[config.mk]
export PLATFORM = sky130hd
export DESIGN_NAME = mac_tx_rx_control_status
export DESIGN_NICKNAME = d
export VERILOG_FILES = /design/src/rtl/mac_ctl_pkg.sv /design/src/rtl/mac_tx_rx_control_status.sv
export SDC_FILE = /design/constraint.sdc
export NUM_CORES = 1
export LEC_CHECK = 0
export BUFFER_PORTS_ARGS = -buffer_cell sky130_fd_sc_hd__buf_2
export CORE_MARGIN = 2
export CORE_UTILIZATION = 63
export CTS_CLUSTER_DIAMETER = 100
export DETAILED_ROUTE_END_ITERATION = 10
export GPL_TIMING_DRIVEN = 1
export PLACE_DENSITY = 0.87
export RECOVER_POWER = 25
export SYNTH_ARGS = -nofsm -noshare
export SYNTH_HDL_FRONTEND = slang
export SYNTH_SLANG_ARGS = --single-unit
[constraint.sdc]
create_clock -name mclk -period 4.5 [get_ports mclk]
set_input_delay 0.9 -clock mclk [delete_from_list [all_inputs] [get_ports mclk]]
set_output_delay 0.9 -clock mclk [all_outputs]
set_load 0.1 [all_outputs]
[src/rtl/mac_ctl_pkg.sv]
// How it works
// - send_request set by software, self-clears when sent
// - tx_length_guard_off disables 2048-byte transmit cut
// - retry_forever zero abandons after sixteen collisions
// - per-slot pad suppress bits four and two
// - per-slot fcs suppress bits three and one
// - per-slot outcome flags overlength transmit cut
// - carrier_dropped on carrier loss, loopback meaningless
// - carrier_absent when carrier never seen, not in loopback
// - late collision after first 64 bytes
// - tx_clash_seen on any transmit collision
// - retry_limit_hit when abandoned after 16 collisions
// - rx_length_guard_off disables 2048-byte receive watchdog
// - drop_oversize discards frames over 1522 bytes
// - drop_bad_fcs discards frames failing check
// - undersize_frame_flag for frames under 64 bytes
// - group_address_flag for multicast destination
// - rx_late_clash on late collision while receiving
// - rx_overlength_timeout past 2048 received bytes
// - phy_symbol_fault and misaligned_end receive flags
// - frame_check_fail and rx_buffer_overrun_flag flags
// - seven-bit drop_tally, cleared by read
// - drop_tally_wrap on counter overflow, read clears
package mac_ctl_pkg;
  localparam logic [7:0] ADDR_TX_CTRL = 8'h02;
  localparam logic [7:0] ADDR_TX_OUT1 = 8'h03;
  localparam logic [7:0] ADDR_TX_OUT2 = 8'h04;
  localparam logic [7:0] ADDR_RX_CTRL = 8'h05;
  localparam logic [7:0] ADDR_RX_OUT = 8'h06;
  localparam logic [7:0] ADDR_DROP_CNT = 8'h07;
  // transmit control fields
  localparam int TC_SEND = 0;
  localparam int TC_NOFCS1 = 1;
  localparam int TC_NOFILL1 = 2;
  localparam int TC_NOFCS2 = 3;
  localparam int TC_NOFILL2 = 4;
  localparam int TC_RETRY = 5;
  localparam int TC_GUARD = 6;
  localparam logic [7:0] TC_WMASK = 8'h7f;
  // transmit outcome fields
  localparam int TO_CUT = 7;
  localparam int TO_DROP = 6;
  localparam int TO_ABSENT = 5;
  localparam int TO_LATE = 4;
  localparam int TO_CLASH = 3;
  localparam int TO_LIMIT = 2;
  // receive control fields
  localparam int RC_ON = 0;
  localparam int RC_ANY = 1;
  localparam int RC_RUNT = 2;
  localparam int RC_ALLGRP = 3;
  localparam int RC_BADFCS = 4;
  localparam int RC_LONG = 5;
  localparam int RC_GUARD = 6;
  // receive outcome fields
  localparam int RO_RUNT = 7;
  localparam int RO_GRP = 6;
  localparam int RO_LATE = 5;
  localparam int RO_WDOG = 4;
  localparam int RO_PHY = 3;
  localparam int RO_ALIGN = 2;
  localparam int RO_FCS = 1;
  localparam int RO_OVR = 0;
  localparam int DC_WRAP = 7;
  localparam logic [7:0] RESET_BYTE = 8'h00;
  // byte, collision and tally limits
  localparam logic [11:0] GUARD_BYTES = 12'h800;
  localparam logic [11:0] MIN_FRAME = 12'h040;
  localparam logic [11:0] MAX_FRAME = 12'h5f2;
  localparam logic [4:0] COLL_LIMIT = 5'h10;
  localparam logic [6:0] TALLY_MAX = 7'h7f;

  typedef struct packed {
    logic start;    // first byte of a frame
    logic valid;    // one byte on the wire
    logic done;     // frame ended normally
    logic collision;
    logic carrier;
  } tx_line_t;

  typedef struct packed {
    logic start;
    logic valid;
    logic last;     // final byte of a frame
    logic fcs_bad;
    logic odd_bits;
    logic phy_err;
    logic collision;
    logic multicast;
    logic addr_hit;
    logic overrun;
  } rx_line_t;
endpackage

[src/rtl/mac_tx_rx_control_status.sv]
// Implementation choice: the plain strobed port.
`timescale 1ns/10ps
module mac_tx_rx_control_status
  import mac_ctl_pkg::*;
#(
  parameter int GUARD_LEN = 2048,
  parameter int MIN_LEN = 64,
  parameter int MAX_LEN = 1522
) (
  input wire logic mclk,
  input wire logic sys_rst,
  input wire logic [7:0] reg_addr,
  input wire logic [7:0] reg_wdata,
  input wire logic reg_wr,
  input wire logic reg_rd,
  output logic [7:0] reg_rdata,
  input wire tx_line_t tx_line,
  input wire logic loopback,
  input wire rx_line_t rx_line,
  output logic tx_go_q,
  output logic tx_slot_q,
  output logic tx_no_fill_q,
  output logic tx_no_fcs_q,
  output logic tx_cut_q,
  output logic tx_retry_q,
  output logic tx_abort_q,
  output logic rx_accept_q,
  output logic rx_discard_q
);
  typedef enum logic [2:0] {
    T_IDLE = 3'b001,
    T_SEND = 3'b010,
    T_END = 3'b100
  } tx_state_t;

  tx_state_t tx_st_q;
  logic [7:0] tctl_q;
  logic [7:0] rctl_q;
  logic [7:0] tout1_q;
  logic [7:0] tout2_q;
  logic [7:0] rout_q;
  logic [7:0] drop_q;
  logic [11:0] tx_cnt_q;
  logic [11:0] rx_cnt_q;
  logic [4:0] coll_q;
  logic [7:0] fr_q;
  logic rx_act_q;
  logic carrier_seen_q;
  logic [7:0] fr_d;
  logic rx_keep;
  logic rd_drop;
  logic wr_tctl;

  function automatic logic hit(input logic [7:0] a, input logic [7:0] b);
    hit = (a == b);
  endfunction

  assign rd_drop = reg_rd && hit(reg_addr, ADDR_DROP_CNT);
  assign wr_tctl = reg_wr && hit(reg_addr, ADDR_TX_CTRL);

  // ***************************
  // register read port
  // ***************************
  always_ff @(posedge mclk) begin
    if (sys_rst) begin
      reg_rdata <= RESET_BYTE;
    end else if (reg_rd) begin
      case (reg_addr)
        ADDR_TX_CTRL: reg_rdata <= tctl_q;
        ADDR_TX_OUT1: reg_rdata <= tout1_q;
        ADDR_TX_OUT2: reg_rdata <= tout2_q;
        ADDR_RX_CTRL: reg_rdata <= rctl_q;
        ADDR_RX_OUT: reg_rdata <= rout_q;
        ADDR_DROP_CNT: reg_rdata <= drop_q;
        default: reg_rdata <= RESET_BYTE;
      endcase
    end else begin
      reg_rdata <= RESET_BYTE;
    end
  end

  // ***************************
  // control registers
  // ***************************
  always_ff @(posedge mclk) begin
    if (sys_rst) begin
      rctl_q <= RESET_BYTE;
    end else if (reg_wr && hit(reg_addr, ADDR_RX_CTRL)) begin
      rctl_q <= reg_wdata;
    end
  end

  always_ff @(posedge mclk) begin
    if (sys_rst) begin
      tctl_q <= RESET_BYTE;
    end else begin
      if (wr_tctl) begin
        tctl_q <= reg_wdata & TC_WMASK;
      end
      if (tx_st_q == T_END && !(wr_tctl && reg_wdata[TC_SEND])) begin
        tctl_q[TC_SEND] <= 1'b0;
      end
    end
  end

  // ***************************
  // transmit sequencer
  // ***************************
  always_ff @(posedge mclk) begin
    if (sys_rst) begin
      tx_st_q <= T_IDLE;
      tx_go_q <= 1'b0;
      tx_slot_q <= 1'b0;
      tx_no_fill_q <= 1'b0;
      tx_no_fcs_q <= 1'b0;
      tx_cut_q <= 1'b0;
      tx_retry_q <= 1'b0;
      tx_abort_q <= 1'b0;
      tx_cnt_q <= '0;
      coll_q <= '0;
      carrier_seen_q <= 1'b0;
      tout1_q <= RESET_BYTE;
      tout2_q <= RESET_BYTE;
    end else begin
      tx_go_q <= 1'b0;
      tx_cut_q <= 1'b0;
      tx_retry_q <= 1'b0;
      tx_abort_q <= 1'b0;
      case (tx_st_q)
        T_IDLE: begin
          if (tctl_q[TC_SEND]) begin
            tx_st_q <= T_SEND;
            tx_go_q <= 1'b1;
            tx_cnt_q <= '0;
            coll_q <= '0;
            carrier_seen_q <= 1'b0;
            if (tx_slot_q) begin
              tout2_q <= RESET_BYTE;
              tx_no_fill_q <= tctl_q[TC_NOFILL2];
              tx_no_fcs_q <= tctl_q[TC_NOFCS2];
            end else begin
              tout1_q <= RESET_BYTE;
              tx_no_fill_q <= tctl_q[TC_NOFILL1];
              tx_no_fcs_q <= tctl_q[TC_NOFCS1];
            end
          end
        end
        T_SEND: begin
          if (tx_line.start) begin
            tx_cnt_q <= '0;
          end
          if (tx_line.valid) begin
            tx_cnt_q <= tx_cnt_q + 12'h001;
            if (tx_line.carrier) begin
              carrier_seen_q <= 1'b1;
            end
          end
          if (tx_line.valid && !tx_line.carrier && !loopback && carrier_seen_q) begin
            if (tx_slot_q) tout2_q[TO_DROP] <= 1'b1;
            else tout1_q[TO_DROP] <= 1'b1;
          end
          if (tx_line.collision) begin
            coll_q <= coll_q + 5'h01;
            if (tx_slot_q) tout2_q[TO_CLASH] <= 1'b1;
            else tout1_q[TO_CLASH] <= 1'b1;
            if (tx_cnt_q >= MIN_LEN[11:0]) begin
              if (tx_slot_q) tout2_q[TO_LATE] <= 1'b1;
              else tout1_q[TO_LATE] <= 1'b1;
            end
            if (coll_q + 5'h01 >= COLL_LIMIT && !tctl_q[TC_RETRY]) begin
              tx_abort_q <= 1'b1;
              tx_st_q <= T_END;
              if (tx_slot_q) tout2_q[TO_LIMIT] <= 1'b1;
              else tout1_q[TO_LIMIT] <= 1'b1;
            end else begin
              tx_retry_q <= 1'b1;
            end
          end else if (tx_line.valid && !tctl_q[TC_GUARD]
                       && tx_cnt_q >= GUARD_LEN[11:0] - 12'h001) begin
            tx_cut_q <= 1'b1;
            tx_st_q <= T_END;
            if (tx_slot_q) tout2_q[TO_CUT] <= 1'b1;
            else tout1_q[TO_CUT] <= 1'b1;
          end else if (tx_line.done) begin
            tx_st_q <= T_END;
          end
        end
        T_END: begin
          if (!carrier_seen_q && !loopback) begin
            if (tx_slot_q) tout2_q[TO_ABSENT] <= 1'b1;
            else tout1_q[TO_ABSENT] <= 1'b1;
          end
          tx_slot_q <= ~tx_slot_q;
          tx_st_q <= T_IDLE;
        end
        default: tx_st_q <= T_IDLE;
      endcase
    end
  end

  // ***************************
  // receive filter and status
  // ***************************
  always_comb begin
    fr_d = fr_q;
    rx_keep = rctl_q[RC_ON] && (rx_line.addr_hit || rctl_q[RC_ANY]
              || (rx_line.multicast && rctl_q[RC_ALLGRP]));
    if (rx_line.start) begin
      fr_d = RESET_BYTE;
      fr_d[RO_GRP] = rx_line.multicast;
    end
    if (rx_line.valid) begin
      if (rx_line.collision && rx_cnt_q >= MIN_LEN[11:0]) fr_d[RO_LATE] = 1'b1;
      if (rx_line.multicast) fr_d[RO_GRP] = 1'b1;
      if (rx_line.phy_err) fr_d[RO_PHY] = 1'b1;
      if (rx_line.overrun) fr_d[RO_OVR] = 1'b1;
      if (rx_line.last) begin
        if (rx_cnt_q + 12'h001 < MIN_LEN[11:0]) fr_d[RO_RUNT] = 1'b1;
        if (rx_line.odd_bits) fr_d[RO_ALIGN] = 1'b1;
        if (rx_line.fcs_bad) fr_d[RO_FCS] = 1'b1;
      end
    end
    if (rx_act_q && !rctl_q[RC_GUARD] && rx_cnt_q >= GUARD_LEN[11:0]) begin
      fr_d[RO_WDOG] = 1'b1;
    end
  end

  always_ff @(posedge mclk) begin
    if (sys_rst) begin
      fr_q <= RESET_BYTE;
      rout_q <= RESET_BYTE;
      rx_cnt_q <= '0;
      rx_act_q <= 1'b0;
      rx_accept_q <= 1'b0;
      rx_discard_q <= 1'b0;
    end else begin
      fr_q <= fr_d;
      rx_accept_q <= 1'b0;
      rx_discard_q <= 1'b0;
      if (rx_line.start) begin
        rx_act_q <= 1'b1;
        rx_cnt_q <= '0;
      end else if (rx_line.valid && rx_cnt_q != 12'hfff) begin
        rx_cnt_q <= rx_cnt_q + 12'h001;
      end
      if (rx_line.valid && rx_line.last && rx_act_q) begin
        rx_act_q <= 1'b0;
        rout_q <= fr_d;
        if (!rx_keep
            || (rctl_q[RC_LONG] && rx_cnt_q + 12'h001 > MAX_LEN[11:0])
            || (rctl_q[RC_BADFCS] && fr_d[RO_FCS])
            || (!rctl_q[RC_RUNT] && fr_d[RO_RUNT])
            || fr_d[RO_WDOG] || fr_d[RO_OVR]) begin
          rx_discard_q <= 1'b1;
        end else begin
          rx_accept_q <= 1'b1;
        end
      end
    end
  end

  // ***************************
  // overflow drop counter
  // ***************************
  always_ff @(posedge mclk) begin
    if (sys_rst) begin
      drop_q <= RESET_BYTE;
    end else begin
      if (rd_drop) begin
        drop_q <= RESET_BYTE;
      end
      if (rx_line.valid && rx_line.last && rx_act_q && fr_d[RO_OVR]) begin
        drop_q[6:0] <= (rd_drop ? 7'h00 : drop_q[6:0]) + 7'h01;
        if (!rd_drop && drop_q[6:0] == TALLY_MAX) begin
          drop_q[DC_WRAP] <= 1'b1;
        end
      end
    end
  end
endmodule

### Yosys cells after proc, flatten, opt, wreduce, memory -nomap -nowiden

Index checks and enable logic that the tools add are counted.

| word-level totals | value |
|---|---|
| register bits | 102 |
| input bits | 36 |
| output and inout bits | 17 |
| word-level logic and storage cells | 221 |

| cells by class | value |
|---|---|
| add/sub/neg operators | 4 |
| magnitude comparators | 7 |
| equality and inequality tests | 30 |
| muxes and demuxes | 69 |
| bitwise operators | 6 |
| reduce and logical (&&, ||, !) cells | 70 |

Operators with widths:

| operator | number |
|---|---|
| 2-to-1 mux 8 bit | 7 |
| case mux 8 bit (6 select lines) | 1 |
| 2-to-1 mux 12 bit | 3 |
| AND reduction 6 bit | 6 |
| 2-to-1 mux 1 bit | 35 |
| equality test 8 x 3 -> 1 bit (second input constant) | 4 |
| != test 2 bit (second input constant) | 15 |
| AND reduction 5 bit | 6 |
| logical AND 1 bit | 25 |
| adder 12 x 1 -> 12 bit (second input constant) | 2 |
| >= comparator 12 x 7 -> 1 bit (second input constant) | 2 |
| 2-to-1 mux 3 bit | 8 |
| case mux 12 bit (2 select lines) | 1 |
| case mux 3 bit (2 select lines) | 3 |
| equality test 8 x 2 -> 1 bit (second input constant) | 2 |
| >= comparator 12 x 11 -> 1 bit (second input constant) | 1 |
| >= comparator 12 bit (second input constant) | 1 |
| > comparator 12 x 11 -> 1 bit (second input constant) | 1 |
| less-than comparator 12 x 7 -> 1 bit (second input constant) | 1 |
| != test 12 bit (second input constant) | 1 |
| OR reduction 2 bit | 6 |
| zero test 1 bit | 10 |
| 2-to-1 mux 5 bit | 2 |
| case mux 5 bit (2 select lines) | 1 |
| other kinds (22) | 42 |

### Longest topological paths before layout

Gate-level depths: netlist of the first run.

| depth | value |
|---|---|
| depth in word-level cells | 10 |
| gate-level depth with buffers | 9 |
| gate-level depth less buffers | 8 |

### Least setup slack after synthesis of the first run

No wires, ideal clock.

| timing path | value |
|---|---|
| path type | input to register |
| start point | input port reg_addr[3] |
| end point | register drop_q[4] |
| setup time | 0.117 ns |
| data arrival time | 2.304 ns |
| data required time | 4.383 ns |
| path slack | 2.079 ns |
| stages | 9 |
| buffers on the path | 1 |
| cells stage by stage | nor3_1 > and2_1 > and4_1 > buf_2 > a21boi_0 > ha_1 > nand4_1 > xor2_1 > nor2_1 |

| between the ends | value |
|---|---|
| cells in the longest elaborated chain, start to end | 5 |
| elaborated cells on any way between the ends | 6 |
| those cells by class | add/sub (1); eq/ne (1); mux (2); reduce/logical (2) |

RTL lines:

| item | RTL line | text |
|---|---|---|
| from (decl) | mac_tx_rx_control_status.sv:12 | `input wire logic [7:0] reg_addr,` |
| equality test 8 x 3 -> 1 bit (*) | mac_tx_rx_control_status.sv:55 | `hit = (a == b);` |
| logical AND 1 bit (*) | mac_tx_rx_control_status.sv:58 | `assign rd_drop = reg_rd && hit(reg_addr, ADDR_DROP_CNT);` |
| 2-to-1 mux 7 bit | mac_tx_rx_control_status.sv:273 | `drop_q[6:0] <= (rd_drop ? 7'h00 : drop_q[6:0]) + 7'h01;` |
| adder 7 x 1 -> 7 bit | mac_tx_rx_control_status.sv:273 |  |
| 2-to-1 mux 8 bit | mac_tx_rx_control_status.sv:272 | `if (rx_line.valid && rx_line.last && rx_act_q && fr_d[RO_OVR]) begin` |
| to (signal assigned) | mac_tx_rx_control_status.sv:273 |  |
| to (decl) | mac_tx_rx_control_status.sv:42 | `logic [7:0] drop_q;` |

Every way passes the cells marked *; elsewhere a longest branch is shown, timed or not.
A chain may end at the register's enable or synchronous reset.

==> impl_results.md, run 1 <==
- Avg Inst Size Synth: 8.42 sq um
- Worst hold path type: reg2reg
- # IOs: 53
- Setup repair bufs after CTS: 0
- Yosys warnings: 0
- Row count: 31
- Syn_nets: 594
- Final ANT Viol Nets: 0
- Mapped Cells: 552
- Largest net degree at the start of global routing: 46
- Top cells by count, synth: dfxtp_1, nor2_1, nand2_1, a21oi_1, nand3_1
- Layout area overhead: 10.6%
- CTS tree: done
- Initial antenna violation count: 0
- Vias in the first global route: 3879
- Final Hold Viols: 0
- Max cap viols: 1
- CTS root buffer: clkbuf_8
- Ys async rst share: 0%
- Post-route clock skew: 0.0108 ns
- Hold_ws: 0.483 ns
- Max Clk Rate: 0.327 GHz
- Relative slew slack: -34.1%
- Worst Tran Pin Value: 2.01 ns
- DR vias: 4107
- DP HPWL: 7920 um
- Leading register cell type out of synthesis: dfxtp_1
- FILL cells: 576
- Worst-path clk slew: 0.10 ns
- CTS hold repair buffers: 0
- Seq cells post-synth: 102
- EDFF count, synth: 0
- Pre-CTS WS: 1.72 ns
- CP Launch Type: input port
- Overall Global Routing Usage: 27.1%
- Area share of the largest cell type after synthesis: 44.0%
- Post-route setup slack: 1.44 ns
- Tmin final: 3.06 ns
- DRC: 0
- Critical Path Sink Type: flop
- Top post-synthesis cells by area: dfxtp_1, nor2_1, nand2_1, a21oi_1, mux2i_1
- # port buffers: 52
- Total Negative Setup Slacks: 0 ns
- Core Area: 7210 sq um
- Max Root-Sink Buffers: 2
- Critical Path AT: 3.23 ns
- Status: finished, violations left
- Top-count cell post-synth: dfxtp_1
- Final Instance Count excl. Fillers: 695
- CTS H-Tree Depth: 3
- DP Cell Count: 679
- Die span in y: 89.9 um
- Placer Congestion: 0.910
- Post-synthesis sequential area ratio: 44.0%
- CP Data Required Time: 4.67 ns
- RSZ-0062 raised after global routing: false
- First-pass GRT wire length: 18000 um
- Final setup viols: 0
- Reg2Reg Setup Slack: 2.10 ns
- Critical path class: in2reg
- Failing checks: max-capacitance violations, max-slew violations
- Initial Util: 64.4%
- Crit Path Max Fanout: 45
- GR Overflow Total: 0
- Final worst path period share: 68.0%
- Pwr dens: 304 nW/um^2
- Clock Sinks: 102
- Die width: 89.9 um
- Post-Syn Area: 4650 sq um
- Post-Route WL: 10800 um
- Nets: 633
- Max VDD drop: 0.242 mV
- Die ar.: 8080 sq um
- Layout cells sized above 1: 13.8%
- Lkg Pwr: 1.93 nW
- Iter 0 DRT Violations: 283
- WL/cell: 15.5 um
- Count of cell types in the netlist: 60
- Ant. Diodes: 0
- DR pass1 iterations: 5
- Final Max Slew Viols: 46
- CTS buffer count: 9
- Drt via density: 5.91
- PostCTS Resize Cnt: 0
- Worst skew pair latency: 0.37 ns
- Post-synth top area cell: dfxtp_1
[where the power goes]
part           internal (W)  switching (W)
Sequential         0.000908     0.00000523
Clock              0.000273       0.000304
Combinational     0.0000248      0.0000446
Total               0.00121       0.000354
[cells by family (layout without fill, tap and decap cells)]
kind of cell             Yosys count  count (layout)  share of synthesized area (%)
AND/OR/NAND/NOR                  234             234                           24.1
multiplexers                      19              19                           4.15
flip-flops                       102             102                           44.0
buffers and inverters             39              83                           3.29
AO/OA/AOI/OAI                    122             122                           17.2
adder cells (fa/ha/maj)            6               6                           1.62
XOR/XNOR                          30              30                           5.66
[routing by layer]
metal | GRT usage (%) | vias up | part of all wire (%)
met4 | 9.49 | 0 | 2.1
li1 | - | 2023 | -
met1 | 34.1 | 1908 | 42
met2 | 44.9 | 151 | 48
met3 | 7.46 | 25 | 7.8
met5 | 0 | - | 0
[worst max-delay path, stage by stage]
cell      delay, ns
clkbuf_1       0.09
clkbuf_1       1.44
a21oi_1        0.49
nand2_1        0.20
o21ai_0        0.10
[final cells by class]
cell class | count | area [sq um] | share of cell area (%)
clock buffer | 11 | 141 | 2.75
sequential | 102 | 2040 | 39.8
inverter | 13 | 48.8 | 0.950
timing repair buffer | 54 | 270 | 5.26
tap | 99 | 124 | 2.41
multi-input combinational | 411 | 2450 | 47.7
clock inverter | 5 | 58.8 | 1.14
[cells in the final DEF, fill, tap and decap left out, types with 13 or more instances in the layout]
master / instances
a21oi_1: 41
inv_1: 13
mux2i_1: 17
xor2_1: 16
dfxtp_1: 102
o21ai_0: 17
nor2_1: 88
buf_2: 51
xnor2_1: 14
a22oi_1: 13
nand3_1: 24
nand2_1: 55
[path summary, 6_finish.rpt]
path | from | end | cells past startpoint
hold / removal | fr_q[5] | fr_q[5] | 2
hold reg to reg | fr_q[5] | fr_q[5] | 2
setup reg to reg | rx_cnt_q[0] | rx_accept_q | 7
setup / recovery | sys_rst | rout_q[0] | 5
[sequential cells by signal, summed over array words and instances (netlist names), 3 cells and up]
name       flops
rx_cnt_q      12
tx_cnt_q      12
drop_q         8
fr_q           8
rctl_q         8
reg_rdata      8
rout_q         8
tctl_q         7
tout1_q        6
tout2_q        6
coll_q         5
tx_st_q        3
[metrics by stage]
step | area, sq um | total power, W | util (%)
floorplan | 4650 | 0.000975 | -
global placement | 4940 | 0.00100 | 68.5
detailed placement | 4940 | 0.00100 | 68.5
CTS | 5140 | 0.00157 | 71.3
global route | 5140 | 0.00162 | 71.2
finish | 5140 | 0.00156 | 71.2
Power figures use the tool's default switching activity.
==> inputs of run 2 (changes only) <==
- CORE_UTILIZATION: 63 -> 58
- PLACE_DENSITY: 0.87 -> 0.81
- clock period: 4.5 -> 3 ns (I/O delays scaled with it)
==> impl_results.md, run 2 (synthesized netlist as in run 1, its figures left out) <==
- Critical path class: reg2reg
- Final worst path period share: 78.6%
- Top flop regs: rx_cnt_q x12, tx_cnt_q x12
- WL/cell: 15.8 um (+1.9%)
- Max Clk Rate: 0.424 GHz
- CTS H-Tree Depth: 3 (unchanged)
- Ant. Diodes: 0 (unchanged)
- Critical Path AT: 2.67 ns (-0.56 ns)
- Core Area: 7730 sq um (+7.1%)
- Combinational power share: 4.6% (about the same)
- Largest net degree at the start of global routing: 46 (unchanged)
- Setup repair bufs after CTS: 0 (unchanged)
- Final core occ: 66.6% (-4.6 points)
- Most common cell after layout, fill and taps aside: dfxtp_1
- Worst setup path endpoint: rx_discard_q
- Lkg Pwr: 1.91 nW (-0.69%)
- Final setup viols: 0 (unchanged)
- First-pass GRT wire length: 17600 um (-2.0%)
- CTS buffer count: 9 (unchanged)
- Hold_ws: 0.477 ns (-0.00557 ns)
- Max cap viols: 0 (-1)
- Pint: 0.00181 W (+50%)
- Total Negative Setup Slacks: 0 ns (unchanged)
- Routed wl met2: 5180 um (-0.19%)
- CP max stage cell: dfxtp_1
- Worst path bufs/invs: 0 (-2)
- DP Cell Count: 683 (+0.59%)
- Overall Global Routing Usage: 25.5% (-1.5 points)
- DRC: 0 (unchanged)
- FILL cells: 638 (+11%)
- Relative slew slack: 22.3% (+56 points)
- Final Instance Count excl. Fillers: 699 (+0.58%)
- Max VDD drop: 0.243 mV (+0.26%)
- Seq pwr share: 58.2% (-0.4 points)
- CTS root buffer: clkbuf_8
- Worst path top cell family by delay: simple AND/OR/NAND/NOR gates
- Tmin final: 2.36 ns
- Row count: 32 (+3.2%)
- Post-Route WL: 11000 um (+2.5%)
- Status: complete, no violations
- Final Hold Viols: 0 (unchanged)
- Nets: 634 (+0.16%)
- # IOs: 53 (unchanged)
- Placer Congestion: 0.910 (unchanged)
- DP HPWL: 8100 um (+2.3%)
- CP Data Required Time: 3.31 ns (-1.36 ns)
- Layout cells sized above 1: 13.1% (-0.69 points)
- Worst hold path type: reg2reg
- Max Used Layer: met4
- Final ANT Viol Nets: 0 (unchanged)
- Sequential cell area: 2040 sq um (unchanged)
- Clock power frac: 37.3% (+0.3 points)
- Most frequent cells in the layout: dfxtp_1, nor2_1, nand2_1
- Drt via density: 5.96 (+0.83%)
- Clock Sinks: 102 (unchanged)
- Reg-to-reg critical path endpoint: rx_discard_q
- Crit Path Max Fanout: 11 (-76%)
- Slowest cell delay on critical path: 0.47 ns (-0.97 ns)
- DR pass1 iterations: 5 (unchanged)
- # port buffers: 52 (unchanged)
- Sw Share: 23.0% (+0.30 points)
- Die span in y: 93.5 um (+4.0%)
- Die ar.: 8740 sq um (+8.2%)
- PostCTS Resize Cnt: 0 (unchanged)
- Initial Util: 60.1% (-4.3 points)
- Worst setup startpoint: rx_cnt_q[0]
- R2r startpoint: rx_cnt_q[0]
- GR Overflow Total: 0 (unchanged)
- Area of the multi-input gates: 2450 sq um (unchanged)
- Die width: 93.5 um (+4.0%)
- Net switching power: 0.000542 W (+53%)
- Worst skew pair latency: 0.36 ns (about the same)
- FF-to-FF path depth: 7 (unchanged)
- Reg2Reg Setup Slack: 0.64 ns (-1.46 ns)
- CTS tree: done
- Hold Path Origin: rout_q[0]
- RSZ-0062 raised after global routing: false
- DR vias: 4165 (+1.4%)
- WL met3: 795 um (-5.8%)
- Iter 0 DRT Violations: 304 (+7.4%)
- Critical path depth in cells: 7 (+2)
- Wl on met1: 4820 um (+6.7%)
- CTS hold repair buffers: 0 (unchanged)
- Crit-path cells: ha_1 -> nand4_1 -> nor3_1 -> xnor2_1 -> nand2_1 -> o31ai_1 -> o21a_1
- Vias in the first global route: 3716 (-4.2%)
- Final Max Slew Viols: 0 (-100%)
- Post-route clock skew: 0.0152 ns (+0.00446 ns)
- Worst-path clk slew: 0.10 ns (about the same)
- Max Root-Sink Buffers: 2 (unchanged)
- CP Launch Type: flop
- Worst Tran Pin Value: 1.17 ns (-0.842 ns)
- Initial antenna violation count: 0 (unchanged)
- Pwr dens: 458 nW/um^2 (+51%)
- Critical Path Sink Type: flop
- Layout area overhead: 10.8%
==> run 2: cell types whose count changed in the layout (fill, tap and decap cells not counted), sizes merged <==
cell	delta
buf	-5
clkbuf	+5
clkinv	+1
clkinvlp	-1
inv	+1
==> run 2: through the flow <==
| step | power, W | worst slack [ns] | area [sq um] |
|---|---|---|---|
| detailed placement | 0.00151 | 0.455 | 4950 |
| finish | 0.00236 | 0.642 | 5150 |
| CTS | 0.00237 | 0.644 | 5160 |
| global route | 0.00244 | 0.507 | 5150 |
| floorplan | 0.00146 | 0.879 | 4650 |
| global placement | 0.00150 | 0.606 | 4950 |
==> run 2: worst min-delay path by stage <==
stage	end	slack (ns)	cells past startpoint
3_3_place_gp	rout_q[0]	0.44	2
6_report	rout_q[0]	0.48	2
2_1_floorplan	rout_q[0]	0.43	2
3_5_place_dp	rout_q[0]	0.46	2
5_1_grt	fr_q[3]	0.48	3
4_1_cts	rctl_q[7]	0.47	3
==> run 2: final cells by class <==
class                      instances  area share, %
clock buffer                      10           2.67
clock inverter                     6           1.34
inverter                          13          0.948
multi-input combinational        411           47.6
sequential                       102           39.7
tap                              102           2.48
timing repair buffer              55           5.25
==> run 2: power by group through the flow <==
stage	registers, W	clock network [W]	logic (W)
CTS	0.00137	0.000891	0.000106
finish	0.00137	0.000878	0.000107
detailed placement	0.00140	0	0.000105
floorplan	0.00140	0	0.0000606
global route	0.00137	0.000951	0.000117
global placement	0.00140	0	0.000103
==> run 2: worst reg2reg max path, cell delays in order (launching register included) <==
cell and delay [ns]:
dfxtp_1 0.47, ha_1 0.40, nand4_1 0.25, nor3_1 0.34, xnor2_1 0.22, nand2_1 0.13
o31ai_1 0.36, o21a_1 0.15
==> run 2: per-layer routing <==
layer | vias to the layer above | global-route usage (%)
met5 | - | 0
met4 | 0 | 10.9
met3 | 20 | 4.27
met2 | 167 | 40.9
met1 | 1952 | 34.1
li1 | 2026 | -
==> inputs of run 3 (changes only) <==
- clock period: 3 -> 2.3 ns (I/O delays scaled with it)
==> impl_results.md, run 3 (synthesized netlist as in run 1, its figures left out) <==
- Status: complete, no violations
- Most frequent cells in the layout: dfxtp_1, nor2_1, nand2_1
- Max cap viols: 0 (unchanged)
- Clock Sinks: 102 (unchanged)
- Post-route setup slack: 0.146 ns (-0.495 ns)
- Net switching power: 0.000702 W (+29%)
- Nets: 640 (+0.95%)
- Most common cell after layout, fill and taps aside: dfxtp_1
- # port buffers: 52 (unchanged)
- Post-route clock skew: 0.00697 ns (-0.00825 ns)
- DR pass1 iterations: 7 (+2)
- Seq pwr share: 58.4% (+0.2 points)
- Clock power frac: 36.9% (-0.4 points)
- FILL cells: 676 (+6.0%)
- Total Negative Setup Slacks: 0 ns (unchanged)
- Core Area: 7730 sq um (unchanged)
- Iter 0 DRT Violations: 309 (+1.6%)
- CTS tree: done
- Die span in y: 93.5 um (unchanged)
- Initial antenna violation count: 0 (unchanged)
- Overall Global Routing Usage: 27.0% (+1.5 points)
- Critical path class: reg2reg
- PostCTS Resize Cnt: 0 (unchanged)
- Pre-CTS WS: 0.145 ns (-0.311 ns)
- Critical Path AT: 2.37 ns (-0.30 ns)
- Die width: 93.5 um (unchanged)
- DP HPWL: 8430 um (+4.1%)
- Drt via density: 5.99 (+0.60%)
- Post-Route WL: 11300 um (+2.8%)
- Crit Path Max Fanout: 9 (-2)
- Final setup viols: 0 (unchanged)
- Placer Congestion: 0.914 (+0.49%)
- Vias in the first global route: 3994 (+7.5%)
- Sw Share: 22.9% (-0.074 points)
- DR vias: 4226 (+1.5%)
- Lkg Pwr: 1.95 nW (+1.6%)
- CTS hold repair buffers: 0 (unchanged)
- RSZ-0062 raised after global routing: false
- CTS H-Tree Depth: 3 (unchanged)
- Worst hold path type: in2reg
- Final ANT Viol Nets: 0 (unchanged)
- Combinational power share: 4.7% (about the same)
- Relative slew slack: 20.7% (-1.6 points)
- Setup repair bufs after CTS: 0 (unchanged)
- Layout area overhead: 11.7%
- CP Launch Type: flop
- Max Root-Sink Buffers: 2 (unchanged)
- Dpl cell area: 5000 sq um (+0.91%)
- Ant. Diodes: 0 (unchanged)
- Max VDD drop: 0.460 mV (+89%)
- CTS root buffer: clkbuf_8
- Final Max Slew Viols: 0 (unchanged)
- Largest net degree at the start of global routing: 38 (-17%)
- Tmin final: 2.15 ns (-0.205 ns)
- CP Data Required Time: 2.52 ns (-0.79 ns)
- Layout cells sized above 1: 14.1% (+1.0 points)
- Final Hold Viols: 0 (unchanged)
- WL/cell: 16.1 um (+1.9%)
- Initial Util: 60.1% (unchanged)
- CTS buffer count: 9 (unchanged)
- Row count: 32 (unchanged)
- Die ar.: 8740 sq um (unchanged)
- # IOs: 53 (unchanged)
- Worst skew pair latency: 0.36 ns (about the same)
- Top flop regs: rx_cnt_q x12, tx_cnt_q x12
- Worst Tran Pin Value: 1.19 ns (+0.0242 ns)
- Max Clk Rate: 0.464 GHz (+9.5%)
- Pint: 0.00236 W (+30%)
- Critical Path Sink Type: flop
- DRC: 0 (unchanged)
- Final worst path period share: 93.6% (+15 points)
- Final design instance area without fill: 5190 sq um (+0.83%)
- Worst-path clk slew: 0.10 ns (about the same)
- First-pass GRT wire length: 18800 um (+7.0%)
- Pwr dens: 590 nW/um^2 (+29%)
- GR Overflow Total: 0 (unchanged)
-- run 3: changes by cell type in the layout (fill, tap and decap cells not counted), sizes merged --
cell,delta
buf,+4
clkbuf,+2
clkinv,+1
inv,-1
-- run 3: path summary, 6_finish.rpt --
path                              startpoint  slack, ns        end  depth (start not counted)
worst max-delay path              tx_st_q[0]       0.15  coll_q[3]                          6
worst min-delay path            reg_wdata[6]       0.35  rctl_q[6]                          3
worst max register to register    tx_st_q[0]       0.15  coll_q[3]                          6
worst min register to register     rout_q[3]       0.47  rout_q[3]                          2
-- run 3: critical path: stages (launching register included) --
cell	delay [ns]
dfxtp_1	0.48
or3b_2	0.54
o22ai_1	0.39
nor2_1	0.19
nand4_1	0.16
xor2_1	0.20
nor3_1	0.06
-- run 3: through the flow --
| step | hold WS [ns] | utilization, % | power [W] | cells |
|---|---|---|---|---|
| 2_1_floorplan | 0.426 | - | 0.00191 | 552 |
| 3_3_place_gp | 0.442 | 64.7 | 0.00197 | 689 |
| 3_5_place_dp | 0.452 | 64.7 | 0.00197 | 689 |
| 4_1_cts | 0.339 | 67.2 | 0.00307 | 705 |
| 5_1_grt | 0.348 | 67.1 | 0.00316 | 705 |
| 6_report | 0.348 | 67.1 | 0.00306 | 705 |
-- run 3: cell type report --
cell class                 instances  area, sq um  area share, %
timing repair buffer              61          309           5.96
clock buffer                      10          138           2.65
inverter                          13         48.8          0.940
multi-input combinational        411         2460           47.5
sequential                       102         2040           39.4
clock inverter                     6         61.3           1.18
tap                              102          128           2.46
-- run 3: power by group through the flow --
| stage | Sequential, W | Combinational [W] | Clock (W) |
|---|---|---|---|
| floorplan | 0.00183 | 0.0000791 | 0 |
| global placement | 0.00183 | 0.000139 | 0 |
| detailed placement | 0.00183 | 0.000143 | 0 |
| CTS | 0.00179 | 0.000143 | 0.00114 |
| global route | 0.00179 | 0.000158 | 0.00121 |
| finish | 0.00179 | 0.000144 | 0.00113 |
-- run 3: metal layers --
metal | wire length (um) | track usage (%)
met4 | 275 | 9.31
met2 | 5210 | 44.2
met3 | 790 | 4.83
met5 | 0 | 0
met1 | 5070 | 36.0
